### config.mk
export PLATFORM = sky130hd
export DESIGN_NAME = tcu_timer
export DESIGN_NICKNAME = d
export VERILOG_FILES = /design/src/tcu_pkg.sv /design/src/tcu_timer.sv
export SDC_FILE = /design/constraint.sdc
export NUM_CORES = 1
export LEC_CHECK = 0
export BUFFER_PORTS_ARGS = -buffer_cell sky130_fd_sc_hd__buf_2
export CORE_ASPECT_RATIO = 2
export CORE_UTILIZATION = 50
export CTS_BUF_LIST = sky130_fd_sc_hd__clkbuf_4 sky130_fd_sc_hd__clkbuf_8
export CTS_CLUSTER_DIAMETER = 40
export CTS_CLUSTER_SIZE = 10
export DETAILED_ROUTE_END_ITERATION = 10
export GPL_TIMING_DRIVEN = 0
export PLACE_DENSITY = 0.8
export SLEW_MARGIN = 25
export SYNTH_ARGS = -nofsm -noshare
export SYNTH_HDL_FRONTEND = slang
export SYNTH_SLANG_ARGS = --single-unit
### constraint.sdc
create_clock -name ref_clk_i -period 3.8 [get_ports ref_clk_i]
set_input_delay 0.19 -clock ref_clk_i [delete_from_list [all_inputs] [get_ports ref_clk_i]]
set_output_delay 0.19 -clock ref_clk_i [all_outputs]
set_load 0.03 [all_outputs]
### src/tcu_pkg.sv
// constants for the 16-bit timer counter with input capture
// assumes a 125 MHz system clock and an axi4-lite register bus
package tcu_pkg;
    // --------------------------------------------------------------
    // register byte offsets
    // --------------------------------------------------------------
    localparam logic [5:0] OFF_COUNT_LO = 6'h00;
    localparam logic [5:0] OFF_COUNT_HI = 6'h04;
    localparam logic [5:0] OFF_CAPT_LO = 6'h08;
    localparam logic [5:0] OFF_CAPT_HI = 6'h0C;
    localparam logic [5:0] OFF_CTRL_A = 6'h10;
    localparam logic [5:0] OFF_CTRL_B = 6'h14;
    localparam logic [5:0] OFF_FLAGS = 6'h18;
    localparam logic [5:0] OFF_IRQ_EN = 6'h1C;
    localparam logic [5:0] OFF_CMP_CS = 6'h20;
    // --------------------------------------------------------------
    // field positions
    // --------------------------------------------------------------
    localparam int CB_CS_LSB = 0;
    localparam int CB_WGM_LSB = 3;
    localparam int CB_EDGE_BIT = 6;
    localparam int CB_NF_BIT = 7;
    localparam int CA_WGM_LSB = 0;
    localparam int FL_OVF_BIT = 0;
    localparam int FL_CAP_BIT = 5;
    localparam int CMP_SEL_BIT = 2;
    // --------------------------------------------------------------
    // writable bit masks, reset values
    // --------------------------------------------------------------
    localparam logic [7:0] MASK_CTRL_A = 8'h03;
    localparam logic [7:0] MASK_CTRL_B = 8'hDF;
    localparam logic [7:0] MASK_FLAGS = 8'h21;
    localparam logic [7:0] MASK_CMP_CS = 8'h04;
    localparam logic [7:0] RST_BYTE = 8'h00;
    localparam logic [15:0] RST_WORD = 16'h0000;
    // --------------------------------------------------------------
    // count limits and modes
    // --------------------------------------------------------------
    localparam logic [15:0] CNT_BOTTOM = 16'h0000;
    localparam logic [15:0] CNT_MAX = 16'hFFFF;
    localparam logic [15:0] TOP_8BIT = 16'h00FF;
    localparam logic [15:0] TOP_9BIT = 16'h01FF;
    localparam logic [15:0] TOP_10BIT = 16'h03FF;
    localparam logic [3:0] WGM_PC_CAP = 4'h8;
    localparam logic [3:0] WGM_PFC_CAP = 4'hA;
    localparam logic [3:0] WGM_CTC_CAP = 4'hC;
    localparam logic [3:0] WGM_FAST_CAP = 4'hE;
    localparam logic [2:0] CS_STOP = 3'h0;
    localparam logic [2:0] CS_EXT_FALL = 3'h6;
    localparam logic [2:0] CS_EXT_RISE = 3'h7;
    localparam int NF_SAMPLES = 4;
    localparam logic [1:0] RESP_OKAY = 2'h0;
    localparam logic [1:0] RESP_SLVERR = 2'h2;
endpackage : tcu_pkg

### src/tcu_timer.sv
// 16-bit timer counter with input capture, axi4-lite slave
// assumes pins arrive asynchronously; acks come from the irq controller
// Functional notes
// - counter is two byte locations; low read/write moves through a latch.
// - counter clears, increments or decrements on each timer tick by mode.
// - clock select zero produces no tick; counter stays stopped.
// - software reads and writes the counter with or without ticks.
// - software counter write beats clear or count in the same cycle.
// - three-bit clock select in control b picks the tick source.
// - four-bit waveform mode split over control a and control b.
// - overflow flag set at the mode's point and may request interrupt.
// - matching trigger edge copies the full counter into capture value.
// - capture flag set with the copy; irq when capture enable is one.
// - capture flag clears on interrupt execution or on writing one.
// - capture low read loads latch with high byte; high read returns it.
// - capture value writable only in capture-top modes, high byte first.
// - trigger from pin, or comparator output when select bit is set.
// - changing trigger source may capture; software clears flag after.
// - filter changes output only when four consecutive samples agree.
// - filter adds four system cycles and runs on the system clock.
// - edge capture disabled in capture-top waveform modes; filter keeps sampling.
// - a new capture overwrites the capture value even if unread.
// - software driving the capture pin port can trigger a capture.
// - latch keeps its value across low-byte writes for reuse.
// - bottom 0x0000, max 0xFFFF; tops 0x00FF, 0x01FF, 0x03FF, 0xFFFF or register.
`timescale 1ns/1ps
`default_nettype none
module tcu_timer #(
    parameter int ADDR_W = 6,
    parameter int PRESC_W = 10
) (
    input wire logic ref_clk_i,
    input wire logic reset_n_i,
    input wire logic [ADDR_W-1:0] s_axi_awaddr_i,
    input wire logic s_axi_awvalid_i,
    output logic s_axi_awready_o,
    input wire logic [31:0] s_axi_wdata_i,
    input wire logic [3:0] s_axi_wstrb_i,
    input wire logic s_axi_wvalid_i,
    output logic s_axi_wready_o,
    output logic [1:0] s_axi_bresp_o,
    output logic s_axi_bvalid_o,
    input wire logic s_axi_bready_i,
    input wire logic [ADDR_W-1:0] s_axi_araddr_i,
    input wire logic s_axi_arvalid_i,
    output logic s_axi_arready_o,
    output logic [31:0] s_axi_rdata_o,
    output logic [1:0] s_axi_rresp_o,
    output logic s_axi_rvalid_o,
    input wire logic s_axi_rready_i,
    input wire logic capture_pin_i,
    input wire logic comparator_output_i,
    input wire logic ext_clk_pin_i,
    input wire logic capture_ack_i,
    input wire logic overflow_ack_i,
    output logic capture_irq_o,
    output logic overflow_irq_o
);
    // --------------------------------------------------------------
    // state
    // --------------------------------------------------------------
    typedef struct packed {
        logic [15:0] count_value;
        logic [7:0] temp;
        logic [15:0] capture_value;
        logic [7:0] control_a;
        logic [7:0] control_b;
        logic [7:0] comparator_ctrl_status;
        logic [7:0] flags;
        logic [7:0] irq_en;
        logic dir_down;
        logic [PRESC_W-1:0] presc;
        logic pin_s1;
        logic pin_s2;
        logic cmp_s1;
        logic cmp_s2;
        logic ext_s1;
        logic ext_s2;
        logic ext_prev;
        logic [3:0] samples;
        logic filt;
        logic edge_prev;
        logic bvalid;
        logic [1:0] bresp;
        logic rvalid;
        logic [7:0] rdata;
        logic [1:0] rresp;
    } tcu_state_t;

    tcu_state_t st;
    tcu_state_t next_st;

    logic [3:0] wgm;
    logic [2:0] clk_sel;
    logic cap_top;
    logic updown;
    logic ctc;
    logic [15:0] top;
    logic tick;
    logic trig_raw;
    logic trig_in;
    logic cap_event;
    logic wr_go;
    logic rd_go;
    logic [5:0] waddr;
    logic [5:0] raddr;
    logic [7:0] wbyte;
    logic wr_cnt_lo;
    logic rd_cnt_lo;

    // --------------------------------------------------------------
    // mode decode
    // --------------------------------------------------------------
    assign wgm = {st.control_b[tcu_pkg::CB_WGM_LSB +: 2],
                  st.control_a[tcu_pkg::CA_WGM_LSB +: 2]};
    assign clk_sel = st.control_b[tcu_pkg::CB_CS_LSB +: 3];
    assign cap_top = (wgm == tcu_pkg::WGM_PC_CAP)
        || (wgm == tcu_pkg::WGM_PFC_CAP)
        || (wgm == tcu_pkg::WGM_CTC_CAP)
        || (wgm == tcu_pkg::WGM_FAST_CAP);
    assign updown = (wgm == 4'h1) || (wgm == 4'h2) || (wgm == 4'h3)
        || (wgm == tcu_pkg::WGM_PC_CAP)
        || (wgm == tcu_pkg::WGM_PFC_CAP);
    assign ctc = (wgm == tcu_pkg::WGM_CTC_CAP);

    always_comb
    begin
        case (wgm)
            4'h1, 4'h5: top = tcu_pkg::TOP_8BIT;
            4'h2, 4'h6: top = tcu_pkg::TOP_9BIT;
            4'h3, 4'h7: top = tcu_pkg::TOP_10BIT;
            tcu_pkg::WGM_PC_CAP, tcu_pkg::WGM_PFC_CAP,
            tcu_pkg::WGM_CTC_CAP, tcu_pkg::WGM_FAST_CAP:
                top = st.capture_value;
            default: top = tcu_pkg::CNT_MAX;
        endcase
    end

    // --------------------------------------------------------------
    // tick source
    // --------------------------------------------------------------
    // prescaler taps are simple powers of two off one shared counter
    always_comb
    begin
        case (clk_sel)
            tcu_pkg::CS_STOP: tick = 1'b0;
            3'h1: tick = 1'b1;
            3'h2: tick = &st.presc[2:0];
            3'h3: tick = &st.presc[5:0];
            3'h4: tick = &st.presc[7:0];
            3'h5: tick = &st.presc[PRESC_W-1:0];
            tcu_pkg::CS_EXT_FALL: tick = st.ext_prev && !st.ext_s2;
            tcu_pkg::CS_EXT_RISE: tick = !st.ext_prev && st.ext_s2;
            default: tick = 1'b0;
        endcase
    end

    // --------------------------------------------------------------
    // capture trigger path
    // --------------------------------------------------------------
    // the pin is sampled as-is, so a port write drives it too
    assign trig_raw = st.comparator_ctrl_status[tcu_pkg::CMP_SEL_BIT]
        ? st.cmp_s2 : st.pin_s2;
    assign trig_in = st.control_b[tcu_pkg::CB_NF_BIT]
        ? st.filt : trig_raw;
    assign cap_event = !cap_top && (st.control_b[tcu_pkg::CB_EDGE_BIT]
        ? (trig_in && !st.edge_prev)
        : (!trig_in && st.edge_prev));

    // --------------------------------------------------------------
    // bus handshake
    // --------------------------------------------------------------
    // address and data are taken together; one write in flight
    assign wr_go = s_axi_awvalid_i && s_axi_wvalid_i && !st.bvalid;
    assign rd_go = s_axi_arvalid_i && !st.rvalid;
    assign s_axi_awready_o = wr_go;
    assign s_axi_wready_o = wr_go;
    assign s_axi_arready_o = !st.rvalid;
    assign waddr = {s_axi_awaddr_i[5:2], 2'b00};
    assign raddr = {s_axi_araddr_i[5:2], 2'b00};
    assign wbyte = s_axi_wdata_i[7:0];
    assign wr_cnt_lo = wr_go && s_axi_wstrb_i[0]
        && (waddr == tcu_pkg::OFF_COUNT_LO);
    assign rd_cnt_lo = rd_go && (raddr == tcu_pkg::OFF_COUNT_LO);

    assign s_axi_bvalid_o = st.bvalid;
    assign s_axi_bresp_o = st.bresp;
    assign s_axi_rvalid_o = st.rvalid;
    assign s_axi_rdata_o = {24'h000000, st.rdata};
    assign s_axi_rresp_o = st.rresp;
    assign capture_irq_o = st.flags[tcu_pkg::FL_CAP_BIT]
        && st.irq_en[tcu_pkg::FL_CAP_BIT];
    assign overflow_irq_o = st.flags[tcu_pkg::FL_OVF_BIT]
        && st.irq_en[tcu_pkg::FL_OVF_BIT];

    // --------------------------------------------------------------
    // next state
    // --------------------------------------------------------------
    always_comb
    begin
        logic ovf_set;
        logic mapped;
        ovf_set = 1'b0;
        mapped = 1'b1;
        next_st = st;
        next_st.presc = (clk_sel == tcu_pkg::CS_STOP)
            ? '0 : st.presc + 1'b1;
        next_st.pin_s1 = capture_pin_i;
        next_st.pin_s2 = st.pin_s1;
        next_st.cmp_s1 = comparator_output_i;
        next_st.cmp_s2 = st.cmp_s1;
        next_st.ext_s1 = ext_clk_pin_i;
        next_st.ext_s2 = st.ext_s1;
        next_st.ext_prev = st.ext_s2;

        // four samples must agree before the filter moves
        // newest sample counts, so the filter adds four cycles
        next_st.samples = {st.samples[2:0], trig_raw};
        if (next_st.samples == 4'hF)
            next_st.filt = 1'b1;
        else if (next_st.samples == 4'h0)
            next_st.filt = 1'b0;
        next_st.edge_prev = trig_in;

        // counter sequence
        if (tick)
        begin
            if (updown)
            begin
                if (!st.dir_down)
                begin
                    if (st.count_value >= top)
                    begin
                        next_st.dir_down = 1'b1;
                        next_st.count_value = st.count_value - 1'b1;
                    end
                    else
                        next_st.count_value = st.count_value + 1'b1;
                end
                else if (st.count_value == tcu_pkg::CNT_BOTTOM)
                begin
                    next_st.dir_down = 1'b0;
                    next_st.count_value = st.count_value + 1'b1;
                    ovf_set = 1'b1;
                end
                else
                    next_st.count_value = st.count_value - 1'b1;
            end
            else
            begin
                next_st.dir_down = 1'b0;
                if (st.count_value == top)
                    next_st.count_value = tcu_pkg::CNT_BOTTOM;
                else
                    next_st.count_value = st.count_value + 1'b1;
                ovf_set = ctc
                    ? (st.count_value == tcu_pkg::CNT_MAX)
                    : (st.count_value == top);
            end
        end

        // capture overwrites, unread or not
        if (cap_event)
            next_st.capture_value = st.count_value;

        // write response
        if (st.bvalid && s_axi_bready_i)
            next_st.bvalid = 1'b0;
        if (wr_go)
        begin
            next_st.bvalid = 1'b1;
            case (waddr)
                tcu_pkg::OFF_COUNT_LO, tcu_pkg::OFF_COUNT_HI,
                tcu_pkg::OFF_CAPT_LO, tcu_pkg::OFF_CAPT_HI,
                tcu_pkg::OFF_CTRL_A, tcu_pkg::OFF_CTRL_B,
                tcu_pkg::OFF_FLAGS, tcu_pkg::OFF_IRQ_EN,
                tcu_pkg::OFF_CMP_CS: mapped = 1'b1;
                default: mapped = 1'b0;
            endcase
            next_st.bresp = mapped
                ? tcu_pkg::RESP_OKAY : tcu_pkg::RESP_SLVERR;
        end

        // read: low-byte reads load the shared latch
        if (st.rvalid && s_axi_rready_i)
            next_st.rvalid = 1'b0;
        if (rd_go)
        begin
            next_st.rvalid = 1'b1;
            next_st.rresp = tcu_pkg::RESP_OKAY;
            case (raddr)
                tcu_pkg::OFF_COUNT_LO:
                begin
                    next_st.rdata = st.count_value[7:0];
                    next_st.temp = st.count_value[15:8];
                end
                tcu_pkg::OFF_CAPT_LO:
                begin
                    next_st.rdata = st.capture_value[7:0];
                    next_st.temp = st.capture_value[15:8];
                end
                tcu_pkg::OFF_COUNT_HI, tcu_pkg::OFF_CAPT_HI:
                    next_st.rdata = st.temp;
                tcu_pkg::OFF_CTRL_A: next_st.rdata = st.control_a;
                tcu_pkg::OFF_CTRL_B: next_st.rdata = st.control_b;
                tcu_pkg::OFF_FLAGS: next_st.rdata = st.flags;
                tcu_pkg::OFF_IRQ_EN: next_st.rdata = st.irq_en;
                tcu_pkg::OFF_CMP_CS:
                    next_st.rdata = st.comparator_ctrl_status;
                default:
                begin
                    next_st.rdata = tcu_pkg::RST_BYTE;
                    next_st.rresp = tcu_pkg::RESP_SLVERR;
                end
            endcase
        end

        // register writes; a counter write wins over counting
        if (wr_go && s_axi_wstrb_i[0])
        begin
            case (waddr)
                tcu_pkg::OFF_COUNT_LO:
                    next_st.count_value = {st.temp, wbyte};
                tcu_pkg::OFF_COUNT_HI, tcu_pkg::OFF_CAPT_HI:
                    next_st.temp = wbyte;
                tcu_pkg::OFF_CAPT_LO:
                    if (cap_top)
                        next_st.capture_value = {st.temp, wbyte};
                tcu_pkg::OFF_CTRL_A:
                    next_st.control_a = wbyte & tcu_pkg::MASK_CTRL_A;
                tcu_pkg::OFF_CTRL_B:
                    next_st.control_b = wbyte & tcu_pkg::MASK_CTRL_B;
                tcu_pkg::OFF_IRQ_EN:
                    next_st.irq_en = wbyte & tcu_pkg::MASK_FLAGS;
                tcu_pkg::OFF_CMP_CS:
                    next_st.comparator_ctrl_status =
                        wbyte & tcu_pkg::MASK_CMP_CS;
                default: ;
            endcase
        end

        // flags: write one or ack clears, a new event wins
        if (wr_go && s_axi_wstrb_i[0] && waddr == tcu_pkg::OFF_FLAGS)
            next_st.flags = st.flags & ~(wbyte & tcu_pkg::MASK_FLAGS);
        if (capture_ack_i)
            next_st.flags[tcu_pkg::FL_CAP_BIT] = 1'b0;
        if (overflow_ack_i)
            next_st.flags[tcu_pkg::FL_OVF_BIT] = 1'b0;
        if (cap_event)
            next_st.flags[tcu_pkg::FL_CAP_BIT] = 1'b1;
        if (ovf_set && !wr_cnt_lo)
            next_st.flags[tcu_pkg::FL_OVF_BIT] = 1'b1;
    end

    always_ff @(posedge ref_clk_i or negedge reset_n_i)
    begin
        if (!reset_n_i)
        begin
            st <= '0;
            st.count_value <= tcu_pkg::RST_WORD;
            st.capture_value <= tcu_pkg::RST_WORD;
            st.bresp <= tcu_pkg::RESP_OKAY;
            st.rresp <= tcu_pkg::RESP_OKAY;
        end
        else
            st <= next_st;
    end
endmodule : tcu_timer
`default_nettype wire

==> summary.md, run 1 <==
| Metric | Value |
|---|---|
| Post-route non-filler standard cell count | 889 |
| Hold Slack | 58.5 ps |
| Clock latency on the worst-skew pair | approximately 370 ps |
| H-Tree Depth | 3 |
| Yosys top cell area share | 0.385 |
| Main area contributors after synthesis | dfrtp_1, mux2i_1, o21ai_0 |
| Initial antenna violation count | 0 |
| Max cap viols | 0 |
| Synth async-reset ratio | 1.00 |
| Final count of negative-setup-slack endpoints | 0 |
| Dpl cells | 869 |
| Post-synth EDFFs | 0 |
| Initial DRC count | about 480 |
| Slew HR | 0.181 |
| Port Buffers | 42 |
| Primary FF master, synth | dfrtp_1 |
| Congestion Overflow GR | 0 |
| Share of cells above drive strength 1 | 0.178 |
| Sequential area share after synthesis | 0.385 |
| Clock buffer count from CTS | 9 |
| Crit. End Element | flop |
| Synth Warn # | 0 |
| Die Width | 78.1 um |
| Worst min-delay path category | input port to flop |
| Die Height | 154 um |
| TritonCTS clock tree | yes |
| Setup TNS | 0 ps |
| DR pass1 iterations | 7 |
| Post-Syn Area | slightly below 6000 um2 |
| RSZ-0062 raised after global routing | no |
| Fin crit share | 0.973 |
| WS Path Type | flop to flop |
| Peak supply drop | 0.000393 V |
| Status | completed |
| Vias in the first global route | 5329 |
| Synth area leader | dfrtp_1 |
| ANT cells | 0 |
| CP arrival | between 3000 and 4000 ps |
| Flops & latches, synth | a little under 90 |
| P_leak | 2.98 nW |
| Total Power | 0.00320 W |
| Least-Margin Pin Slew | 1220 ps |
| Die Area | 12000 um2 |
| CP required | approximately 4100 ps |
| Fin. Hold Viols | 0 |
| FMAX | between 200 and 300 MHz |
| Post-DP Area | 6310 um2 |
| Num ports | approximately 100 |
| Critical Path Fanout Max | 10 |
| Pwr dens | 488 nW/um2 |
| Maximum clock path buffer count | 2 |
| Mapped Avg Cell Area | 8.79 um2 |
| Antenna Nets Post-Route | 0 |
| P&R area growth vs syn | 13.4% |
| Sink Count | between 80 and 90 |
| Synthesized instance count | 659 |
| Core ar. | 11300 um2 |
| Yosys cell types | 71 |
| Total GRT Usage | 0.304 |
| CP Launch Type | flop |
| Drt wl/cell | 19.8 um |
| DRC viols | 0 |
| DR vias | 5352 |
| Final Critical Period | approximately 3700 ps |
| Max Slew Vio Count | 0 |
| Starting utilization of the core area | 0.513 |
| HPWL Detailed | 13800 um |
| Final wirelength | around 18000 um |
| Layout Nets | between 800 and 900 |
| # fillers | 1055 |
| First-pass GRT wire length | 27500 um |
| Largest net degree at the start of global routing | 72 |
| Design Area, Final | 6570 um2 |
| Rows | between 50 and 60 |
| Clock slew at the register clock pins of the worst setup and hold paths | 100 ps |
| Clock Tree Root | clkbuf_8 |
| Vias/cell | between 6 and 7 |
| Final Skew | 8.83 ps |
| Final GP Congestion | 1.02 |
-- sequential cells by signal (all words and copies together) (netlist names) --
signal	cells
s_axi_rresp_o	1
next_st	7
s_axi_rdata_o	8
s_axi_rvalid_o	1
s_axi_bvalid_o	1
st	67
s_axi_bresp_o	1
clk_sel	3
-- cell usage after synthesis (5+ instances only) --
| cell type | number |
|---|---|
| dfrtp_1 | 89 |
| clkbuf_1 | 34 |
| o31ai_1 | 7 |
| and3_1 | 8 |
| inv_1 | 9 |
| a21oi_1 | 32 |
| a22oi_1 | 5 |
| o21ai_0 | 61 |
| nand2_1 | 81 |
| mux2_2 | 15 |
| nor2_1 | 57 |
| nand3b_1 | 5 |
| xor2_1 | 6 |
| buf_4 | 37 |
| nor4_1 | 8 |
| nor3_1 | 8 |
| ha_1 | 21 |
| nand4_1 | 13 |
| nand3_1 | 27 |
| nor2b_1 | 5 |
| mux2i_1 | 40 |
| nor3b_1 | 5 |
-- critical path: stages, from the launching register on --
cell and delay, ps:
dfrtp_1 620, o21bai_1 320, o21ai_0 210, ha_1 390
nand3_1 90, or4_1 600, o211ai_4 350, and2_4 230
buf_6 150, mux2i_1 230, mux2i_1 270, nand3_1 90
-- through the flow --
| step | worst slack, ps | util |
|---|---|---|
| 3_3_place_gp | -518 | 0.556 |
| 3_5_place_dp | -549 | 0.559 |
| 6_report | 102 | 0.582 |
| 2_1_floorplan | 412 | - |
| 5_1_grt | 6.10 | 0.582 |
| 4_1_cts | 0.566 | 0.581 |
-- logic make-up (layout without fill, tap and decap cells) --
family	count (synthesis)	in the layout	share of synthesized area
AO/OA/AOI/OAI	150	150	0.160
XOR/XNOR	10	10	0.0151
adder cells (fa/ha/maj)	21	21	0.0454
buffers and inverters	87	150	0.0821
flip-flops	89	89	0.385
multiplexers	56	56	0.102
other	1	26	0.000647
AND/OR/NAND/NOR	245	245	0.210
-- placed cells by master (no fill, tap or decap), types with 5 or more instances in the layout --
cell type      count
dfrtp_1           88
nand2_1           80
o21ai_0           61
nor2_1            57
buf_2             43
mux2i_1           40
buf_4             38
a21oi_1           32
clkbuf_1          30
nand3_1           27
conb_1            26
ha_1              21
mux2_2            15
nand4_1           13
inv_1              9
clkbuf_8           9
nor4_1             8
nor3_1             8
and3_1             8
o31ai_1            7
xor2_1             6
dlygate4sd3_1      6
nand3b_1           5
nor2b_1            5
a22oi_1            5
-- layer usage --
layer,GRT usage,routed length [um]
met1,0.299,6010
met4,0.287,1780
met2,0.531,9070
met3,0.0460,785
met5,0,0
-- final timing paths --
| kind | slack (ps) | to | start | depth (start not counted) |
|---|---|---|---|---|
| worst min-delay path | 60 | st[51]$_DFFE_PN0P_ | capture_ack_i | 3 |
| max in group asynchronous | 2980 | st[97]$_DFF_PN0_ | reset_n_i | 3 |
| worst min register to register | 360 | next_st[20]$_DFF_PN0_ | next_st[21]$_DFF_PN0_ | 0 |
| worst max-delay path | 100 | st[111]$_DFF_PN0_ | st[66]$_DFFE_PN0P_ | 11 |
| min in group asynchronous | 200 | s_axi_rdata_o[2]$_DFFE_PN0P_ | reset_n_i | 2 |
| worst max register to register | 100 | st[111]$_DFF_PN0_ | st[66]$_DFFE_PN0P_ | 11 |
-- power by group --
group,internal [W],leakage [nW],switching (W)
Combinational,0.000490,1.83,0.000754
Clock,0.000242,0.0836,0.000361
Sequential,0.00114,1.06,0.000222
-- area by class of cell --
cell class | count | area [um2] | share of cell area
Clock inverter | 7 | 52.6 | 0.00800
Timing Repair Buffer | 50 | 312 | 0.0474
Tap cell | 142 | 178 | 0.0270
Sequential cell | 89 | 2230 | 0.339
Buffer | 75 | 434 | 0.0661
Clock buffer | 9 | 124 | 0.0189
Inverter | 9 | 33.8 | 0.00514
Multi-Input combinational cell | 508 | 3210 | 0.488
-- what timing repair did --
item                                   in CTS  in global routing
cloned                                      0                  0
pin swaps                                   0                  1
endpoints found under the hold margin      94                  0
gates resized for setup                     5                  3
setup buffers                               0                  1
hold buffers                                6                  0
setup endpoints to repair                  17                 16
Power figures use the tool's default switching activity.
==> run 2: changes to the inputs <==
==> constraint.sdc (replaced) <==
create_clock -name ref_clk_i -period 4 [get_ports ref_clk_i]
set_input_delay 0.2 -clock ref_clk_i [delete_from_list [all_inputs] [get_ports ref_clk_i]]
set_output_delay 0.2 -clock ref_clk_i [all_outputs]
set_load 0.03 [all_outputs]
==> run 2 against run 1 <==
  * Worst hold slack worse by 53 ps
  * Via count hardly changed
  * Flip-flop and latch count stayed put
  * Combinational power is 5% lower
  * Global-route usage hardly changed
  * Non-clock buffer count is 1 lower
  * Largest power group unchanged
==> summary.md, run 2 (synthesis gave the netlist of run 1 again) <==
| Metric | Value |
|---|---|
| Status | completed (unchanged) |
| Vias/cell | 6.02 (about the same) |
| Commonest non-fill, non-tap cell in the layout | dfrtp_1 (unchanged) |
| Rows | 55 (unchanged) |
| Design Area, Final | 6550 um2 (was 6570 um2) |
| RSZ-0062 raised after global routing | no (unchanged) |
| CP Launch Type | flop (unchanged) |
| Port Buffers | 42 (unchanged) |
| Crit. End Element | flop (unchanged) |
| Antenna Nets Post-Route | 0 (unchanged) |
| Sink Count | 89 (unchanged) |
| Post-DP Area | 6310 um2 (unchanged) |
| H-Tree Depth | 3 (unchanged) |
| Max reg flops | 67 (unchanged) |
| Reg2reg end | st[111]$_DFF_PN0_ (unchanged) |
| Vias in the first global route | 5320 (was 5329) |
| Maximum clock path buffer count | 2 (unchanged) |
| DR vias | 5349 (was 5352) |
| Crit path top cell by count | mux2i_1 |
| Num ports | 103 (unchanged) |
| Clk network pwr share | 0.188 (about the same) |
| Final GP Congestion | 1.02 (unchanged) |
| Sequential Power Share | 0.424 (about the same) |
| Clock slew at the register clock pins of the worst setup and hold paths | 100 ps (about the same) |
| Congestion Overflow GR | 0 (unchanged) |
| Total GRT Usage | 0.304 (about the same) |
| Largest reg by FF count | st (unchanged) |
| FMAX | 260 MHz (was 270 MHz) |
| Fin. Hold Viols | 0 (unchanged) |
| Least-Margin Pin Slew | 1180 ps (was 1220 ps) |
| Pwr dens | 463 nW/um2 (was 488 nW/um2) |
| DR pass1 iterations | 5 (was 7) |
| P_leak | 2.97 nW (was 2.98 nW) |
| Largest net degree at the start of global routing | 72 (unchanged) |
| Pint | 0.00176 W (was 0.00187 W) |
| Share of cells above drive strength 1 | 0.176 (was 0.178) |
| P&R area growth vs syn | 13.1% (was 13.4%) |
| Initial antenna violation count | 0 (unchanged) |
| Clock latency on the worst-skew pair | 370 ps (about the same) |
| Starting utilization of the core area | 0.513 (unchanged) |
| Clock Tree Root | clkbuf_8 (unchanged) |
| Layout Nets | 822 (was 823) |
| Max cap viols | 0 (unchanged) |
| CP arrival | 4090 ps (was 3950 ps) |
| CP max-delay cell | or4_1 (was dfrtp_1) |
| CP required | 4250 ps (was 4050 ps) |
| Slew HR | 0.206 (was 0.181) |
| Final Util | 0.580 (was 0.582) |
| Worst-path cell chain | clkbuf_1 > nand2b_4 > clkbuf_2 > nor2_1 > ha_1 > nand4_1 > or4_1 > o211ai_4 > and2_4 > buf_6 > mux2i_1 > mux2i_1 > nand3_1 (was o21bai_1 > o21ai_0 > ha_1 > nand3_1 > or4_1 > o211ai_4 > and2_4 > buf_6 > mux2i_1 > mux2i_1 > nand3_1) |
| Clock buffer count from CTS | 9 (unchanged) |
| Hold path cells | 2 (was 3) |
| Peak supply drop | 0.000368 V (was 0.000393 V) |
| Core ar. | 11300 um2 (unchanged) |
| Die Width | 78.1 um (unchanged) |
| Critical Path Fanout Max | 10 (unchanged) |
| Hold EP | s_axi_rvalid_o$_DFFE_PN0P_ (was st[51]$_DFFE_PN0P_) |
| Drt wl/cell | 19.9 um (was 19.8 um) |
| Origin of the worst min-delay path | s_axi_rready_i (was capture_ack_i) |
| Reg-to-reg startpoint | st[66]$_DFFE_PN0P_ (unchanged) |
| Final Critical Period | 3840 ps (was 3700 ps) |
| CP peak stage delay | 560 ps (was 620 ps) |
| Max Slew Vio Count | 0 (unchanged) |
| Fin crit share | 0.960 (was 0.973) |
| Final Skew | 7.74 ps (was 8.83 ps) |
| DRC viols | 0 (unchanged) |
| Register-to-register setup slack | 160 ps (was 100 ps) |
| Final count of negative-setup-slack endpoints | 0 (unchanged) |
| HPWL Detailed | 13800 um (unchanged) |
| Final wirelength | 17600 um (about the same) |
| Most frequent cells in the layout | dfrtp_1, nand2_1, o21ai_0 (unchanged) |
| First-pass GRT wire length | 27400 um (was 27500 um) |
| Net Switching | 0.00127 W (was 0.00134 W) |
| WS Path Type | flop to flop (unchanged) |
| ANT cells | 0 (unchanged) |
| Die Height | 154 um (unchanged) |
| Worst min-delay path category | input port to flop (unchanged) |
| Die Area | 12000 um2 (unchanged) |
| Initial DRC count | 389 (was 478) |
| CP Buf/Inv Count | 3 (was 1) |
| Top delay family on crit path | simple AND/OR/NAND/NOR gates (unchanged) |
| TritonCTS clock tree | yes (unchanged) |
| Reg2Reg Depth | 13 (was 11) |
| Sw Ratio | 0.418 (was 0.417) |
| Gate power share | 0.388 (about the same) |
-- run 2: area by class of cell --
class,instances,area [um2]
timing repair buffer,48,294
clock inverter,7,52.6
clock buffer,9,124
tap,142,178
multi-input combinational,508,3210
inverter,9,33.8
fill,1054,4730
buffer,76,435
sequential,89,2230
-- run 2: worst max path at each step --
| stage | startpoint | endpoint | slack [ps] | depth (start not counted) |
|---|---|---|---|---|
| after floorplan | st[70]$_DFFE_PN0P_ | st[111]$_DFF_PN0_ | 610 | 14 |
| after global placement | st[70]$_DFFE_PN0P_ | st[111]$_DFF_PN0_ | -320 | 14 |
| after detailed placement | st[70]$_DFFE_PN0P_ | st[111]$_DFF_PN0_ | -350 | 14 |
| after CTS | st[70]$_DFFE_PN0P_ | st[111]$_DFF_PN0_ | 60 | 13 |
| after global routing | st[66]$_DFFE_PN0P_ | st[111]$_DFF_PN0_ | 20 | 13 |
| final | st[66]$_DFFE_PN0P_ | st[111]$_DFF_PN0_ | 160 | 13 |
-- run 2: worst reg2reg max path: cells and delay by family (launching register included) --
family,cells,cell delay (ps)
AOI/OAI and AO/OA,1,350
adders and majority gates,1,320
buffers and inverters,3,710
DFF,1,380
muxes,2,500
and+or+nand+nor,6,1470
-- run 2: per-layer routing --
metal,track usage,part of all wire
met2,0.530,0.51
met1,0.297,0.33
met5,0,0
met4,0.287,0.099
met3,0.0484,0.052
-- run 2: through the flow --
stage	instances	power, W	setup WS (ps)	TNS (ps)	hold WS [ps]
CTS	888	0.00299	55.1	0	0.931
global placement	868	0.00237	-318	-2790	311
floorplan	684	0.00205	612	0	-95.6
global route	888	0.00320	15.9	0	1.67
detailed placement	869	0.00242	-349	-3430	53.4
finish	888	0.00303	159	0	5.49
-- run 2: what timing repair did --
action,4_1_cts,5_1_grt
endpoints found under the setup margin,16,14
buffers inserted,0,0
resized for setup,2,3
gates cloned,0,0
hold endpoints to repair,51,1
hold buffers,4,1
-- run 2: power groups by stage --
stage / sequential (W) / clock [W] / combinational [W]
floorplan: 0.00122 / 0 / 0.000832
global placement: 0.00128 / 0 / 0.00109
detailed placement: 0.00129 / 0 / 0.00113
CTS: 0.00127 / 0.000578 / 0.00114
global route: 0.00130 / 0.000616 / 0.00128
finish: 0.00128 / 0.000571 / 0.00118
==> run 3: changes to the inputs <==
--- a/config.mk
+++ b/config.mk
@@ -7,13 +7,14 @@
 export LEC_CHECK = 0
 export BUFFER_PORTS_ARGS = -buffer_cell sky130_fd_sc_hd__buf_2
 export CORE_ASPECT_RATIO = 2
-export CORE_UTILIZATION = 50
+export CORE_UTILIZATION = 58
 export CTS_BUF_LIST = sky130_fd_sc_hd__clkbuf_4 sky130_fd_sc_hd__clkbuf_8
 export CTS_CLUSTER_DIAMETER = 40
 export CTS_CLUSTER_SIZE = 10
 export DETAILED_ROUTE_END_ITERATION = 10
 export GPL_TIMING_DRIVEN = 0
-export PLACE_DENSITY = 0.8
+export HOLD_SLACK_MARGIN = 0.03
+export PLACE_DENSITY = 0.89
 export SLEW_MARGIN = 25
 export SYNTH_ARGS = -nofsm -noshare
 export SYNTH_HDL_FRONTEND = slang
==> run 3 against run 2 <==
  * Cell count fell by 0.90%
  * Critical path depth is 1 lower
  * Global-route usage rose by 5.3 points
  * Critical path type unchanged
  * Largest cell class unchanged
==> summary.md, run 3 (synthesis gave the netlist of run 1 again) <==
| Metric | Value |
|---|---|
| Maximum clock path buffer count | 2 (unchanged) |
| Hold EP | st[51]$_DFFE_PN0P_ (was s_axi_rvalid_o$_DFFE_PN0P_) |
| Final count of negative-setup-slack endpoints | 0 (unchanged) |
| Clock buffer count from CTS | 9 (unchanged) |
| FMAX | 258 MHz (was 260 MHz) |
| Final Critical Period | 3880 ps (was 3840 ps) |
| Post-DP Area | 6290 um2 (was 6310 um2) |
| Reg area | 2230 um2 (unchanged) |
| Final Skew | 9.38 ps (was 7.74 ps) |
| Die Width | 72.7 um (was 78.1 um) |
| Clock Tree Root | clkbuf_8 (unchanged) |
| Setup WS post-layout | 124 ps (was 159 ps) |
| Max cap viols | 0 (unchanged) |
| Drt wl/cell | 20.1 um (was 19.9 um) |
| Status | completed (unchanged) |
| P_leak | 3.00 nW (was 2.97 nW) |
| Die Height | 143 um (was 154 um) |
| Largest reg by FF count | st (unchanged) |
| Design Area, Final | 6580 um2 (was 6550 um2) |
| Max Slew Vio Count | 0 (unchanged) |
| Slew HR | 0.320 (was 0.206) |
| DRC viols | 0 (unchanged) |
| Peak supply drop | 0.000337 V (was 0.000368 V) |
| HPWL Detailed | 13900 um (was 13800 um) |
| Fin. Hold Viols | 0 (unchanged) |
| CP Launch Type | flop (unchanged) |
| Least-Margin Pin Slew | 1020 ps (was 1180 ps) |
| Clock latency on the worst-skew pair | 380 ps (was 370 ps) |
| DR vias | 5363 (was 5349) |
| Num ports | 103 (unchanged) |
| Antenna Nets Post-Route | 0 (unchanged) |
| Layout Nets | 824 (was 822) |
| Max reg flops | 67 (unchanged) |
| Most frequent cells in the layout | dfrtp_1, nand2_1, o21ai_0 (unchanged) |
| Register-to-register setup slack | 120 ps (was 160 ps) |
| Worst min-delay path category | input port to flop (unchanged) |
| Fin crit share | 0.969 (was 0.960) |
| # fillers | 831 (was 1054) |
| Share of cells above drive strength 1 | 0.175 (was 0.176) |
| Crit. End Element | flop (unchanged) |
| Total GRT Usage | 0.357 (was 0.304) |
| Congestion Overflow GR | 0 (unchanged) |
| Clock slew at the register clock pins of the worst setup and hold paths | 90 ps (was 100 ps) |
| Die Area | 10400 um2 (was 12000 um2) |
| Origin of the worst min-delay path | capture_ack_i (was s_axi_rready_i) |
| Starting utilization of the core area | 0.597 (was 0.513) |
| Final GP Congestion | 0.997 (was 1.02) |
| Port Buffers | 42 (unchanged) |
| Worst slack at placement | -308 ps (was -349 ps) |
| Dpl cells | 859 (was 869) |
| First-pass GRT wire length | 27000 um (was 27400 um) |
| Vias/cell | 6.09 (was 6.02) |
| Largest net degree at the start of global routing | 64 (was 72) |
| Final wirelength | 17700 um (was 17600 um) |
| WS Path Type | flop to flop (unchanged) |
| Reg-to-reg startpoint | st[70]$_DFFE_PN0P_ (was st[66]$_DFFE_PN0P_) |
| Setup TNS | 0 ps (unchanged) |
| Commonest non-fill, non-tap cell in the layout | dfrtp_1 (unchanged) |
| DR pass1 iterations | 5 (unchanged) |
| Reg2reg end | st[103]$_DFF_PN0_ (was st[111]$_DFF_PN0_) |
| Final Util | 0.678 (was 0.580) |
| Hold path cells | 3 (was 2) |
| Sink Count | 89 (unchanged) |
| CP required | 4270 ps (was 4250 ps) |
| Post-route non-filler standard cell count | 880 (was 888) |
| Critical Path Fanout Max | 10 (unchanged) |
| Initial DRC count | 404 (was 389) |
| Vias in the first global route | 5311 (was 5320) |
| Initial antenna violation count | 0 (unchanged) |
| ANT cells | 0 (unchanged) |
| Rows | 51 (was 55) |
| CP arrival | 4150 ps (was 4090 ps) |
| P&R area growth vs syn | 13.6% (was 13.1%) |
| Multi-input gate area | 3210 um2 (about the same) |
| TritonCTS clock tree | yes (unchanged) |
| Pwr dens | 473 nW/um2 (was 463 nW/um2) |
| Reg2Reg Depth | 12 (was 13) |
| Core ar. | 9700 um2 (was 11300 um2) |
| H-Tree Depth | 3 (unchanged) |
[run 3: worst max path at each step]
stage / to / depth (start not counted) / slack [ps] / start
global placement: st[111]$_DFF_PN0_ / 14 / -240 / st[70]$_DFFE_PN0P_
detailed placement: st[106]$_DFF_PN0_ / 13 / -310 / st[70]$_DFFE_PN0P_
global route: st[109]$_DFF_PN0_ / 13 / -4 / st[70]$_DFFE_PN0P_
floorplan: st[111]$_DFF_PN0_ / 14 / 610 / st[70]$_DFFE_PN0P_
CTS: st[106]$_DFF_PN0_ / 12 / 120 / st[70]$_DFFE_PN0P_
finish: st[103]$_DFF_PN0_ / 12 / 120 / st[70]$_DFFE_PN0P_
[run 3: critical path, cell delays in order, from the launching register on]
cell and delay, ps:
dfrtp_1 330, clkbuf_1 300, nand2b_4 280, clkbuf_2 280
o21ai_0 140, ha_1 380, nand3_1 110, or4_1 610
or3_1 340, clkbuf_1 270, nand2_1 380, o221ai_1 200
o21a_1 150
[run 3: routing by layer]
layer / wire length [um] / part of all wire / global-route usage / vias up
li1: - / - / - / 2475
met1: 5860 / 0.33 / 0.359 / 2526
met2: 9100 / 0.51 / 0.620 / 253
met3: 911 / 0.051 / 0.0484 / 109
met4: 1820 / 0.10 / 0.326 / 0
met5: 0 / 0 / 0 / -
[run 3: power by group]
group	internal, W	switching [W]	leakage (nW)
clock network	0.000295	0.000353	0.105
registers	0.00108	0.000202	1.06
logic	0.000459	0.000724	1.83
[run 3: cell type report]
type                            count  area share
Inverter                            9     0.00513
Clock buffer                        9      0.0188
Clock inverter                      7      0.0118
Multi-Input combinational cell    508       0.488
Timing Repair Buffer               49      0.0462
Tap cell                          132      0.0251
Buffer                             77      0.0667
Sequential cell                    89       0.338
[run 3: stage by stage]
| stage | total power (W) | hold slack, ps |
|---|---|---|
| 2_1_floorplan | 0.00205 | -95.6 |
| 3_3_place_gp | 0.00237 | 309 |
| 3_5_place_dp | 0.00242 | 86.8 |
| 6_report | 0.00311 | 62.8 |
| 5_1_grt | 0.00325 | 91.8 |
| 4_1_cts | 0.00307 | 58.8 |
[run 3: what timing repair did]
| item | 4_1_cts | 5_1_grt |
|---|---|---|
| gates resized for setup | 2 | 3 |
| setup buffers | 0 | 0 |
| pin swaps | 0 | 0 |
| hold buffers | 6 | 0 |
| hold endpoints to repair | 38 | 0 |
| endpoints found under the setup margin | 16 | 13 |
